**config.mk**
```make
export PLATFORM = sky130hd
export DESIGN_NAME = phy_basic_control_upper_bits
export DESIGN_NICKNAME = d
export VERILOG_FILES = /design/src/verilog/phy_ctrl_pkg.sv /design/src/verilog/phy_basic_control_upper_bits.sv
export SDC_FILE = /design/constraint.sdc
export NUM_CORES = 1
export LEC_CHECK = 0
export ABC_AREA = 1
export BUFFER_PORTS_ARGS = -buffer_cell sky130_fd_sc_hd__buf_2
export CORE_MARGIN = 2
export CORE_UTILIZATION = 53
export CTS_CLUSTER_DIAMETER = 40
export DETAILED_ROUTE_END_ITERATION = 8
export PLACE_DENSITY = 0.74
export REMOVE_ABC_BUFFERS = 1
export SLEW_MARGIN = 20
export SYNTH_ARGS = -nofsm -noshare
export SYNTH_HDL_FRONTEND = slang
export SYNTH_SLANG_ARGS = --single-unit
```
**constraint.sdc**
```tcl
create_clock -name CORE_CLK_I -period 5.1 [get_ports CORE_CLK_I]
set_clock_uncertainty 0.15 [all_clocks]
set_input_delay 1.02 -clock CORE_CLK_I [delete_from_list [all_inputs] [get_ports CORE_CLK_I]]
set_output_delay 1.02 -clock CORE_CLK_I [all_outputs]
set_load 0.005 [all_outputs]
```
**src/verilog/phy_ctrl_pkg.sv**
```systemverilog
// constants and types for the basic mode control register block
package phy_ctrl_pkg;

    // ****************************************************************
    // register field positions and management addressing
    // ****************************************************************
    localparam int         BIT_SPEED   = 13;
    localparam int         BIT_AN_EN   = 12;
    localparam int         BIT_PDOWN   = 11;
    localparam int         BIT_ISO     = 10;
    localparam int         BIT_RESTART = 9;
    localparam int         BIT_DUPLEX  = 8;
    localparam logic [4:0] REG_BASIC_MODE_CONTROL = 5'h00;
    localparam logic [4:0] ISO_PHY_ADDR           = 5'h00;
    localparam logic [1:0] OP_READ                = 2'h2;
    localparam logic [1:0] OP_WRITE               = 2'h1;
    localparam logic [15:0] UNMAPPED_READ         = 16'h0000;

    // ****************************************************************
    // frame bit counts and startup timing
    // ****************************************************************
    localparam logic [5:0] PREAMBLE_LEN   = 6'h20;
    localparam logic [3:0] HDR_LAST       = 4'hC;
    localparam logic [3:0] TA_LAST        = 4'h1;
    localparam logic [3:0] DATA_LAST      = 4'hF;
    localparam logic [1:0] STRAP_LOAD_CNT = 2'h2;
    localparam logic [1:0] STRAP_DONE_CNT = 2'h3;

    // ****************************************************************
    // values after reset, before the strap pins are taken
    // ****************************************************************
    localparam logic RST_SPEED   = 1'h0;
    localparam logic RST_AN_EN   = 1'h0;
    localparam logic RST_PDOWN   = 1'h0;
    localparam logic RST_ISO     = 1'h0;
    localparam logic RST_RESTART = 1'h0;
    localparam logic RST_DUPLEX  = 1'h0;

    typedef enum logic [2:0] {
        MG_PREAMBLE,
        MG_HEADER,
        MG_TURN,
        MG_READ_DATA,
        MG_WRITE_DATA
    } mgmt_state_t;

endpackage : phy_ctrl_pkg

```
**src/verilog/phy_basic_control_upper_bits.sv**
```systemverilog
// basic mode control register upper bits behind serial management
`timescale 1ns/1ps
module phy_basic_control_upper_bits (
    input  wire logic       CORE_CLK_I,
    input  wire logic       RESETN_I,
    input  wire logic       MDC_I,
    input  wire logic       MDIO_I,
    output logic            MDIO_O,
    output logic            MDIO_OEN_O,
    input  wire logic [4:0] PHY_ADDR_I,
    input  wire logic       NEGOTIATION_STRAP_LOW_I,
    input  wire logic       NEGOTIATION_STRAP_HIGH_I,
    input  wire logic [3:0] TXD_I,
    input  wire logic       TX_EN_I,
    input  wire logic       TX_ER_I,
    output logic      [3:0] CORE_TXD_O,
    output logic            CORE_TX_EN_O,
    output logic            CORE_TX_ER_O,
    input  wire logic       CORE_TX_CLK_I,
    input  wire logic       CORE_RX_CLK_I,
    input  wire logic [3:0] CORE_RXD_I,
    input  wire logic       CORE_RX_DV_I,
    input  wire logic       CORE_RX_ER_I,
    input  wire logic       CORE_COL_I,
    input  wire logic       CORE_CRS_I,
    output logic            TX_CLK_O,
    output logic            RX_CLK_O,
    output logic      [3:0] RXD_O,
    output logic            RX_DV_O,
    output logic            RX_ER_O,
    output logic            COL_O,
    output logic            CRS_O,
    output logic            MII_OEN_O,
    input  wire logic       AN_SPEED_100_I,
    input  wire logic       AN_FULL_DUPLEX_I,
    input  wire logic       AN_STARTED_I,
    output logic            AN_ENABLE_O,
    output logic            AN_RESTART_O,
    output logic            POWER_DOWN_O,
    output logic            LINK_SPEED_100_O,
    output logic            LINK_FULL_DUPLEX_O
);

    // ****************************************************************
    // reset release and pin synchronisers
    // ****************************************************************
    logic [1:0]  rst_ff;
    logic        rst_n;
    logic [14:0] pins_raw;
    logic [14:0] sync1;
    logic [14:0] sync2;
    logic        mdc_s;
    logic        mdio_s;
    logic [4:0]  phy_addr_s;
    logic        strap_low_s;
    logic        strap_high_s;
    logic [3:0]  txd_s;
    logic        tx_en_s;
    logic        tx_er_s;
    logic        mdc_prev;
    logic        mdc_rise;

    // two-stage release of the asynchronous reset
    always_ff @(posedge CORE_CLK_I or negedge RESETN_I) begin
        if (!RESETN_I) rst_ff <= 2'h0;
        else           rst_ff <= {rst_ff[0], 1'h1};
    end
    assign rst_n = rst_ff[1];

    assign pins_raw = {MDC_I, MDIO_I, PHY_ADDR_I, NEGOTIATION_STRAP_LOW_I,
                       NEGOTIATION_STRAP_HIGH_I, TXD_I, TX_EN_I, TX_ER_I};

    // two flip-flops per pin bit
    genvar gi;
    generate
        for (gi = 0; gi < 15; gi++) begin : g_sync
            always_ff @(posedge CORE_CLK_I or negedge rst_n) begin
                if (!rst_n) begin
                    sync1[gi] <= 1'h0;
                    sync2[gi] <= 1'h0;
                end else begin
                    sync1[gi] <= pins_raw[gi];
                    sync2[gi] <= sync1[gi];
                end
            end
        end
    endgenerate

    assign {mdc_s, mdio_s, phy_addr_s, strap_low_s, strap_high_s,
            txd_s, tx_en_s, tx_er_s} = sync2;

    // management clock edge detect on the synchronised copy
    always_ff @(posedge CORE_CLK_I or negedge rst_n) begin
        if (!rst_n) mdc_prev <= 1'h0;
        else        mdc_prev <= mdc_s;
    end
    assign mdc_rise = mdc_s & ~mdc_prev;

    // ****************************************************************
    // serial management frame engine
    // ****************************************************************
    phy_ctrl_pkg::mgmt_state_t state;
    logic [5:0]  pre_cnt;
    logic [3:0]  bit_cnt;
    logic [11:0] hdr;
    logic [12:0] hdr_full;
    logic        hdr_ok;
    logic        hdr_rd;
    logic        hdr_wr;
    logic        is_read;
    logic        reg_hit;
    logic [15:0] shift;
    logic        wr_stb;
    logic [15:0] wr_data;
    logic [15:0] reg_rd;

    assign hdr_full = {hdr, mdio_s};
    assign hdr_ok   = hdr_full[12] & (hdr_full[9:5] == phy_addr_s);
    assign hdr_rd   = hdr_ok & (hdr_full[11:10] == phy_ctrl_pkg::OP_READ);
    assign hdr_wr   = hdr_ok & (hdr_full[11:10] == phy_ctrl_pkg::OP_WRITE);

    // frame decode, read shift-out and write capture
    always_ff @(posedge CORE_CLK_I or negedge rst_n) begin
        if (!rst_n) begin
            state      <= phy_ctrl_pkg::MG_PREAMBLE;
            pre_cnt    <= 6'h00;
            bit_cnt    <= 4'h0;
            hdr        <= 12'h000;
            is_read    <= 1'h0;
            reg_hit    <= 1'h0;
            shift      <= 16'h0000;
            wr_stb     <= 1'h0;
            wr_data    <= 16'h0000;
            MDIO_O     <= 1'h1;
            MDIO_OEN_O <= 1'h1;
        end else begin
            wr_stb <= 1'h0;
            if (mdc_rise) begin
                case (state)
                    phy_ctrl_pkg::MG_PREAMBLE: begin
                        if (mdio_s) begin
                            if (pre_cnt != phy_ctrl_pkg::PREAMBLE_LEN)
                                pre_cnt <= pre_cnt + 6'h01;
                        end else begin
                            if (pre_cnt == phy_ctrl_pkg::PREAMBLE_LEN)
                                state <= phy_ctrl_pkg::MG_HEADER;
                            pre_cnt <= 6'h00;
                            bit_cnt <= 4'h0;
                        end
                    end
                    phy_ctrl_pkg::MG_HEADER: begin
                        hdr     <= hdr_full[11:0];
                        bit_cnt <= bit_cnt + 4'h1;
                        if (bit_cnt == phy_ctrl_pkg::HDR_LAST) begin
                            bit_cnt <= 4'h0;
                            is_read <= hdr_rd;
                            reg_hit <= hdr_full[4:0] ==
                                       phy_ctrl_pkg::REG_BASIC_MODE_CONTROL;
                            if (hdr_rd || hdr_wr)
                                state <= phy_ctrl_pkg::MG_TURN;
                            else
                                state <= phy_ctrl_pkg::MG_PREAMBLE;
                        end
                    end
                    phy_ctrl_pkg::MG_TURN: begin
                        bit_cnt <= bit_cnt + 4'h1;
                        if (is_read && bit_cnt == 4'h0) begin
                            MDIO_O     <= 1'h0; // second turnaround bit
                            MDIO_OEN_O <= 1'h0;
                        end
                        if (bit_cnt == phy_ctrl_pkg::TA_LAST) begin
                            bit_cnt <= 4'h0;
                            if (is_read) begin
                                state  <= phy_ctrl_pkg::MG_READ_DATA;
                                MDIO_O <= reg_rd[15];
                                shift  <= {reg_rd[14:0], 1'h0};
                            end else begin
                                state <= phy_ctrl_pkg::MG_WRITE_DATA;
                            end
                        end
                    end
                    phy_ctrl_pkg::MG_READ_DATA: begin
                        bit_cnt <= bit_cnt + 4'h1;
                        MDIO_O  <= shift[15];
                        shift   <= {shift[14:0], 1'h0};
                        if (bit_cnt == phy_ctrl_pkg::DATA_LAST) begin
                            MDIO_O     <= 1'h1;
                            MDIO_OEN_O <= 1'h1;
                            state      <= phy_ctrl_pkg::MG_PREAMBLE;
                        end
                    end
                    phy_ctrl_pkg::MG_WRITE_DATA: begin
                        bit_cnt <= bit_cnt + 4'h1;
                        shift   <= {shift[14:0], mdio_s};
                        if (bit_cnt == phy_ctrl_pkg::DATA_LAST) begin
                            wr_stb  <= reg_hit;
                            wr_data <= {shift[14:0], mdio_s};
                            state   <= phy_ctrl_pkg::MG_PREAMBLE;
                        end
                    end
                    default: state <= phy_ctrl_pkg::MG_PREAMBLE;
                endcase
            end
        end
    end

    // ****************************************************************
    // control register bits and strap capture
    // ****************************************************************
    logic [1:0] strap_cnt;
    logic       strap_load;
    logic       speed;
    logic       an_en;
    logic       pdown;
    logic       iso;
    logic       restart;
    logic       duplex;
    logic       restart_set;

    assign strap_load  = (strap_cnt == phy_ctrl_pkg::STRAP_LOAD_CNT);
    assign restart_set = wr_stb & wr_data[phy_ctrl_pkg::BIT_RESTART] &
                         wr_data[phy_ctrl_pkg::BIT_AN_EN];
    // unused and reserved bits read as zero; other registers read zero
    assign reg_rd = reg_hit ? {2'h0, speed, an_en, pdown, iso, restart,
                               duplex, 8'h00}
                            : phy_ctrl_pkg::UNMAPPED_READ;

    // strap settle counter: load once synchronised pins are valid
    always_ff @(posedge CORE_CLK_I or negedge rst_n) begin
        if (!rst_n)
            strap_cnt <= 2'h0;
        else if (strap_cnt != phy_ctrl_pkg::STRAP_DONE_CNT)
            strap_cnt <= strap_cnt + 2'h1;
    end

    // register bits: strap load, management writes, self-clear
    always_ff @(posedge CORE_CLK_I or negedge rst_n) begin
        if (!rst_n) begin
            speed   <= phy_ctrl_pkg::RST_SPEED;
            an_en   <= phy_ctrl_pkg::RST_AN_EN;
            pdown   <= phy_ctrl_pkg::RST_PDOWN;
            iso     <= phy_ctrl_pkg::RST_ISO;
            restart <= phy_ctrl_pkg::RST_RESTART;
            duplex  <= phy_ctrl_pkg::RST_DUPLEX;
        end else if (strap_load) begin
            an_en  <= strap_low_s & strap_high_s;
            speed  <= strap_low_s;
            duplex <= strap_high_s;
            iso    <= (phy_addr_s == phy_ctrl_pkg::ISO_PHY_ADDR);
        end else begin
            if (wr_stb) begin
                speed  <= wr_data[phy_ctrl_pkg::BIT_SPEED];
                an_en  <= wr_data[phy_ctrl_pkg::BIT_AN_EN];
                pdown  <= wr_data[phy_ctrl_pkg::BIT_PDOWN];
                iso    <= wr_data[phy_ctrl_pkg::BIT_ISO];
                duplex <= wr_data[phy_ctrl_pkg::BIT_DUPLEX];
            end
            // writing zero never clears; set beats self-clear
            if (restart_set)
                restart <= 1'h1;
            else if (AN_STARTED_I)
                restart <= 1'h0;
        end
    end

    // ****************************************************************
    // link selection, negotiation control and MII gating
    // ****************************************************************
    logic tx_block;
    assign tx_block = iso | pdown;

    always_ff @(posedge CORE_CLK_I or negedge rst_n) begin
        if (!rst_n) begin
            AN_ENABLE_O        <= 1'h0;
            AN_RESTART_O       <= 1'h0;
            POWER_DOWN_O       <= 1'h0;
            LINK_SPEED_100_O   <= 1'h0;
            LINK_FULL_DUPLEX_O <= 1'h0;
        end else begin
            AN_ENABLE_O        <= an_en;
            AN_RESTART_O       <= restart_set;
            POWER_DOWN_O       <= pdown;
            LINK_SPEED_100_O   <= an_en ? AN_SPEED_100_I : speed;
            LINK_FULL_DUPLEX_O <= an_en ? AN_FULL_DUPLEX_I : duplex;
        end
    end

    // transmit toward the core, blocked when isolated or powered down
    always_ff @(posedge CORE_CLK_I or negedge rst_n) begin
        if (!rst_n) begin
            CORE_TXD_O   <= 4'h0;
            CORE_TX_EN_O <= 1'h0;
            CORE_TX_ER_O <= 1'h0;
        end else begin
            CORE_TXD_O   <= tx_block ? 4'h0 : txd_s;
            CORE_TX_EN_O <= ~tx_block & tx_en_s;
            CORE_TX_ER_O <= ~tx_block & tx_er_s;
        end
    end

    // receive toward the MAC; data and status silent powered down, clocks always passed, released when isolated
    always_ff @(posedge CORE_CLK_I or negedge rst_n) begin
        if (!rst_n) begin
            TX_CLK_O  <= 1'h0;
            RX_CLK_O  <= 1'h0;
            RXD_O     <= 4'h0;
            RX_DV_O   <= 1'h0;
            RX_ER_O   <= 1'h0;
            COL_O     <= 1'h0;
            CRS_O     <= 1'h0;
            MII_OEN_O <= 1'h1;
        end else begin
            TX_CLK_O  <= CORE_TX_CLK_I;
            RX_CLK_O  <= CORE_RX_CLK_I;
            RXD_O     <= pdown ? 4'h0 : CORE_RXD_I;
            RX_DV_O   <= ~pdown & CORE_RX_DV_I;
            RX_ER_O   <= ~pdown & CORE_RX_ER_I;
            COL_O     <= ~pdown & CORE_COL_I;
            CRS_O     <= ~pdown & CORE_CRS_I;
            MII_OEN_O <= iso;
        end
    end
endmodule : phy_basic_control_upper_bits

```
==> results_dict.tcl <==
set metrics [dict create \
    timing.reg2reg.setup_slack_ns 3.00 \
    routed-via-count 3282 \
    fin_crit_sh 0.456 \
    post_synth_main_area_contributors "dfrtp_1 (62%), nand2_1 (12%), inv_1 (5.0%)" \
    status "completed" \
    worst_r2r_endpoint "is_read" \
    finalSetupTns_ns 0 \
    avgViaCountPerCell 4.97 \
    worstPathArrival_ns 1.16 \
    tritoncts_num_sinks 115 \
    setup_viol 0 \
    synthesized_area_fraction_occupied_by_ao_oa_aoi_and_oai_cells 0.0640 \
    final_nets 580 \
    tightest_slew_ns 0.818 \
    die_x_um 96.5 \
    detail-route-antenna-nets 0 \
    ir_drop_v 0.000440 \
    maxSlewViolCount 0 \
    largest_family_of_logic_cells_by_synthesized_area "simple AND/OR/NAND/NOR gates" \
    critical_path.slowest_cell "dfstp_2" \
    hold_viol_final 0 \
    place_congestion 0.843 \
    postCtsHoldBufs 0 \
    dp.cells 629 \
    num_io_pins 54 \
    layout-area-overhead-vs-synth_pct 21.8 \
    yosys.cell_types.count 30 \
    syn_avg_cell_area_um2 9.49 \
    num_rows 33 \
    first_pass_iters 5 \
    endpoint_kind "primary output" \
    synth-simple-area-share 0.208 \
    cts_buffers 17 \
    yosys_register_bits 115 \
    globalRoute.totalOverflow 0 \
    timing.critical_path.fanout_max 3 \
    layout_min_cycle_time_ns 2.33 \
    worst_skew_pair.late_latency_ns 0.51 \
    cts_resized 0 \
    power.density_cell_area_nw_per_um2 407 \
    postSynth.asyncResetShare 1.00 \
    cts.clk_slew.worst_paths_ns 0.06 \
    timing.critical_path.buf_inv 1 \
    total_leakage_power_uw 0.00285 \
    cp_data_required_time_ns 3.93 \
    syn_inst 478 \
    worstRegToRegCells 5 \
    postSynth.topFlopCell "dfrtp_1" \
    report.power.total_uw 2250 \
    place.detailed.hpwl_um 5450 \
    die_area_um2 9320 \
    die-height_um 96.5 \
    drc 0 \
    global_route_wire_length_before_repair_um 15100 \
    achievable-frequency_mhz 430 \
    yosysSeqAreaShare 0.635 \
    start_kind "register" \
    gr_util_all_layers 0.215 \
    wl_um 8550 \
    worst_hold_path_type "input pin to async pin" \
    synthMostInstantiatedCell "nand2_1" \
    drt_iter0_drc 192 \
    mappedNetlistArea_um2 4540 \
    netlist_top_cells_count "nand2_1 (143), dfrtp_1 (112), inv_1 (60), nor2_1 (38), o21ai_0 (31)" \
    htree_levels 4 \
    layoutNonFillerInstCount 661 \
    finish.utilization 0.669 \
    synth_largest_area_cell "dfrtp_1" \
    number_of_port_buffers 53 \
    first_global_vias 3272 \
    placeableCoreArea_um2 8260 \
    antenna_found_initial 0 \
    post_route_cells_drive_above_1_share 0.192 \
    worstPathCellList "buf_2" \
    synth_mux_area_frac 0 \
    max_stage_delay_ns 0.54 \
    largest_net_degree_at_the_start_of_global_routing 69 \
    path_class "register to primary output" \
    synth_top_area_frac 0.618 \
    wire_per_inst_um 12.9 \
    ctsLongestPathBuffers 2 \
    synthesis.yosys.warnings 0 \
    cts_root_buf "clkbuf_8" \
    max-slew-margin-rel 0.455 \
    synthAdderAreaFrac 0.0193 \
    post_synth_xor_area_fraction 0.0116 \
    timing.max_cap.violations 0 \
    setup_repair_after_global_routing_missed_its_margin "no" \
    floorplan.initialDensity 0.550 \
    count_of_flip_flops_with_a_built_in_enable_after_synthesis 0 \
    antenna_cells 0 \
    cp_delay_by_family_top "flip-flops" \
    post-cts-setup-buffers 0 \
    worst_r2r_startpoint "mdc_prev" \
    cts_tree "yes" \
]
==> layout by cell type, fill, tap and decap left out, drive strengths merged, types with 2 or more instances in the layout <==
master	count
xnor2	3
inv	66
a21oi	14
nor2	40
nor3	3
dfrtp	112
ha	7
dfstp	3
nand3	25
nand4	5
o211ai	2
clkinv	4
o21bai	2
xor2	3
bufinv	4
clkinvlp	3
clkbuf	18
o21ai	31
buf	54
nand2	152
==> worst max path at each step <==
| stage | from | to | slack, ns | cells past startpoint |
|---|---|---|---|---|
| after global routing | MDIO_O | MDIO_O | 2.73 | 1 |
| after global placement | mdc_s | is_read | 3.21 | 6 |
| after detailed placement | mdc_s | is_read | 3.06 | 6 |
| after CTS | MDIO_O | MDIO_O | 2.74 | 1 |
| after floorplan | rst_ff[1] | AN_ENABLE_O | 1.51 | 0 |
| final | MDIO_O | MDIO_O | 2.77 | 1 |
==> metal layers <==
layer,routed length [um],GRT usage,part of all wire
met1,3730,0.275,0.44
met3,384,0.0489,0.045
met2,4310,0.357,0.50
met4,125,0.0857,0.015
met5,0,0,0
==> power by group <==
part	internal (uW)	total [uW]	switching, uW
Clock	800	1230	427
Sequential	940	961	20.5
Combinational	24.5	60.2	35.7
Total	1760	2250	484
==> flip-flops by register name (all words and copies together) (netlist names), 2 cells and up <==
register / count
hdr: 12
RXD_O: 4
rst_ff: 2
strap_cnt: 2
sync1: 15
CORE_TXD_O: 4
bit_cnt: 4
sync2: 4
shift: 16
wr_data: 6
pre_cnt: 6
phy_addr_s: 5
state: 3
==> layout make-up <==
class                   instances  area, um2
clock buffers                  18        418
clock inverters                14        204
fillers                       641       2730
inverters                      63        239
multi-input cells             292       1380
flip-flops and latches        115       2890
well taps                     105        131
repair buffers                 54        273
==> logic make-up after synthesis <==
family,count (synthesis)
flip-flops,115
AO/OA/AOI/OAI,52
other,1
XOR/XNOR,6
AND/OR/NAND/NOR,226
buffers and inverters,71
adder cells (fa/ha/maj),7
==> stage by stage <==
| stage | worst slack (ns) | hold slack, ns | instance area [um2] |
|---|---|---|---|
| CTS | 2.74 | 0.117 | 5530 |
| floorplan | 1.51 | 0.181 | 4500 |
| global route | 2.73 | 0.124 | 5530 |
| global placement | 3.21 | 0.181 | 4900 |
| detailed placement | 3.06 | 0.185 | 4900 |
| finish | 2.77 | 0.134 | 5530 |
No activity file was read; power rests on OpenSTA's default activity.
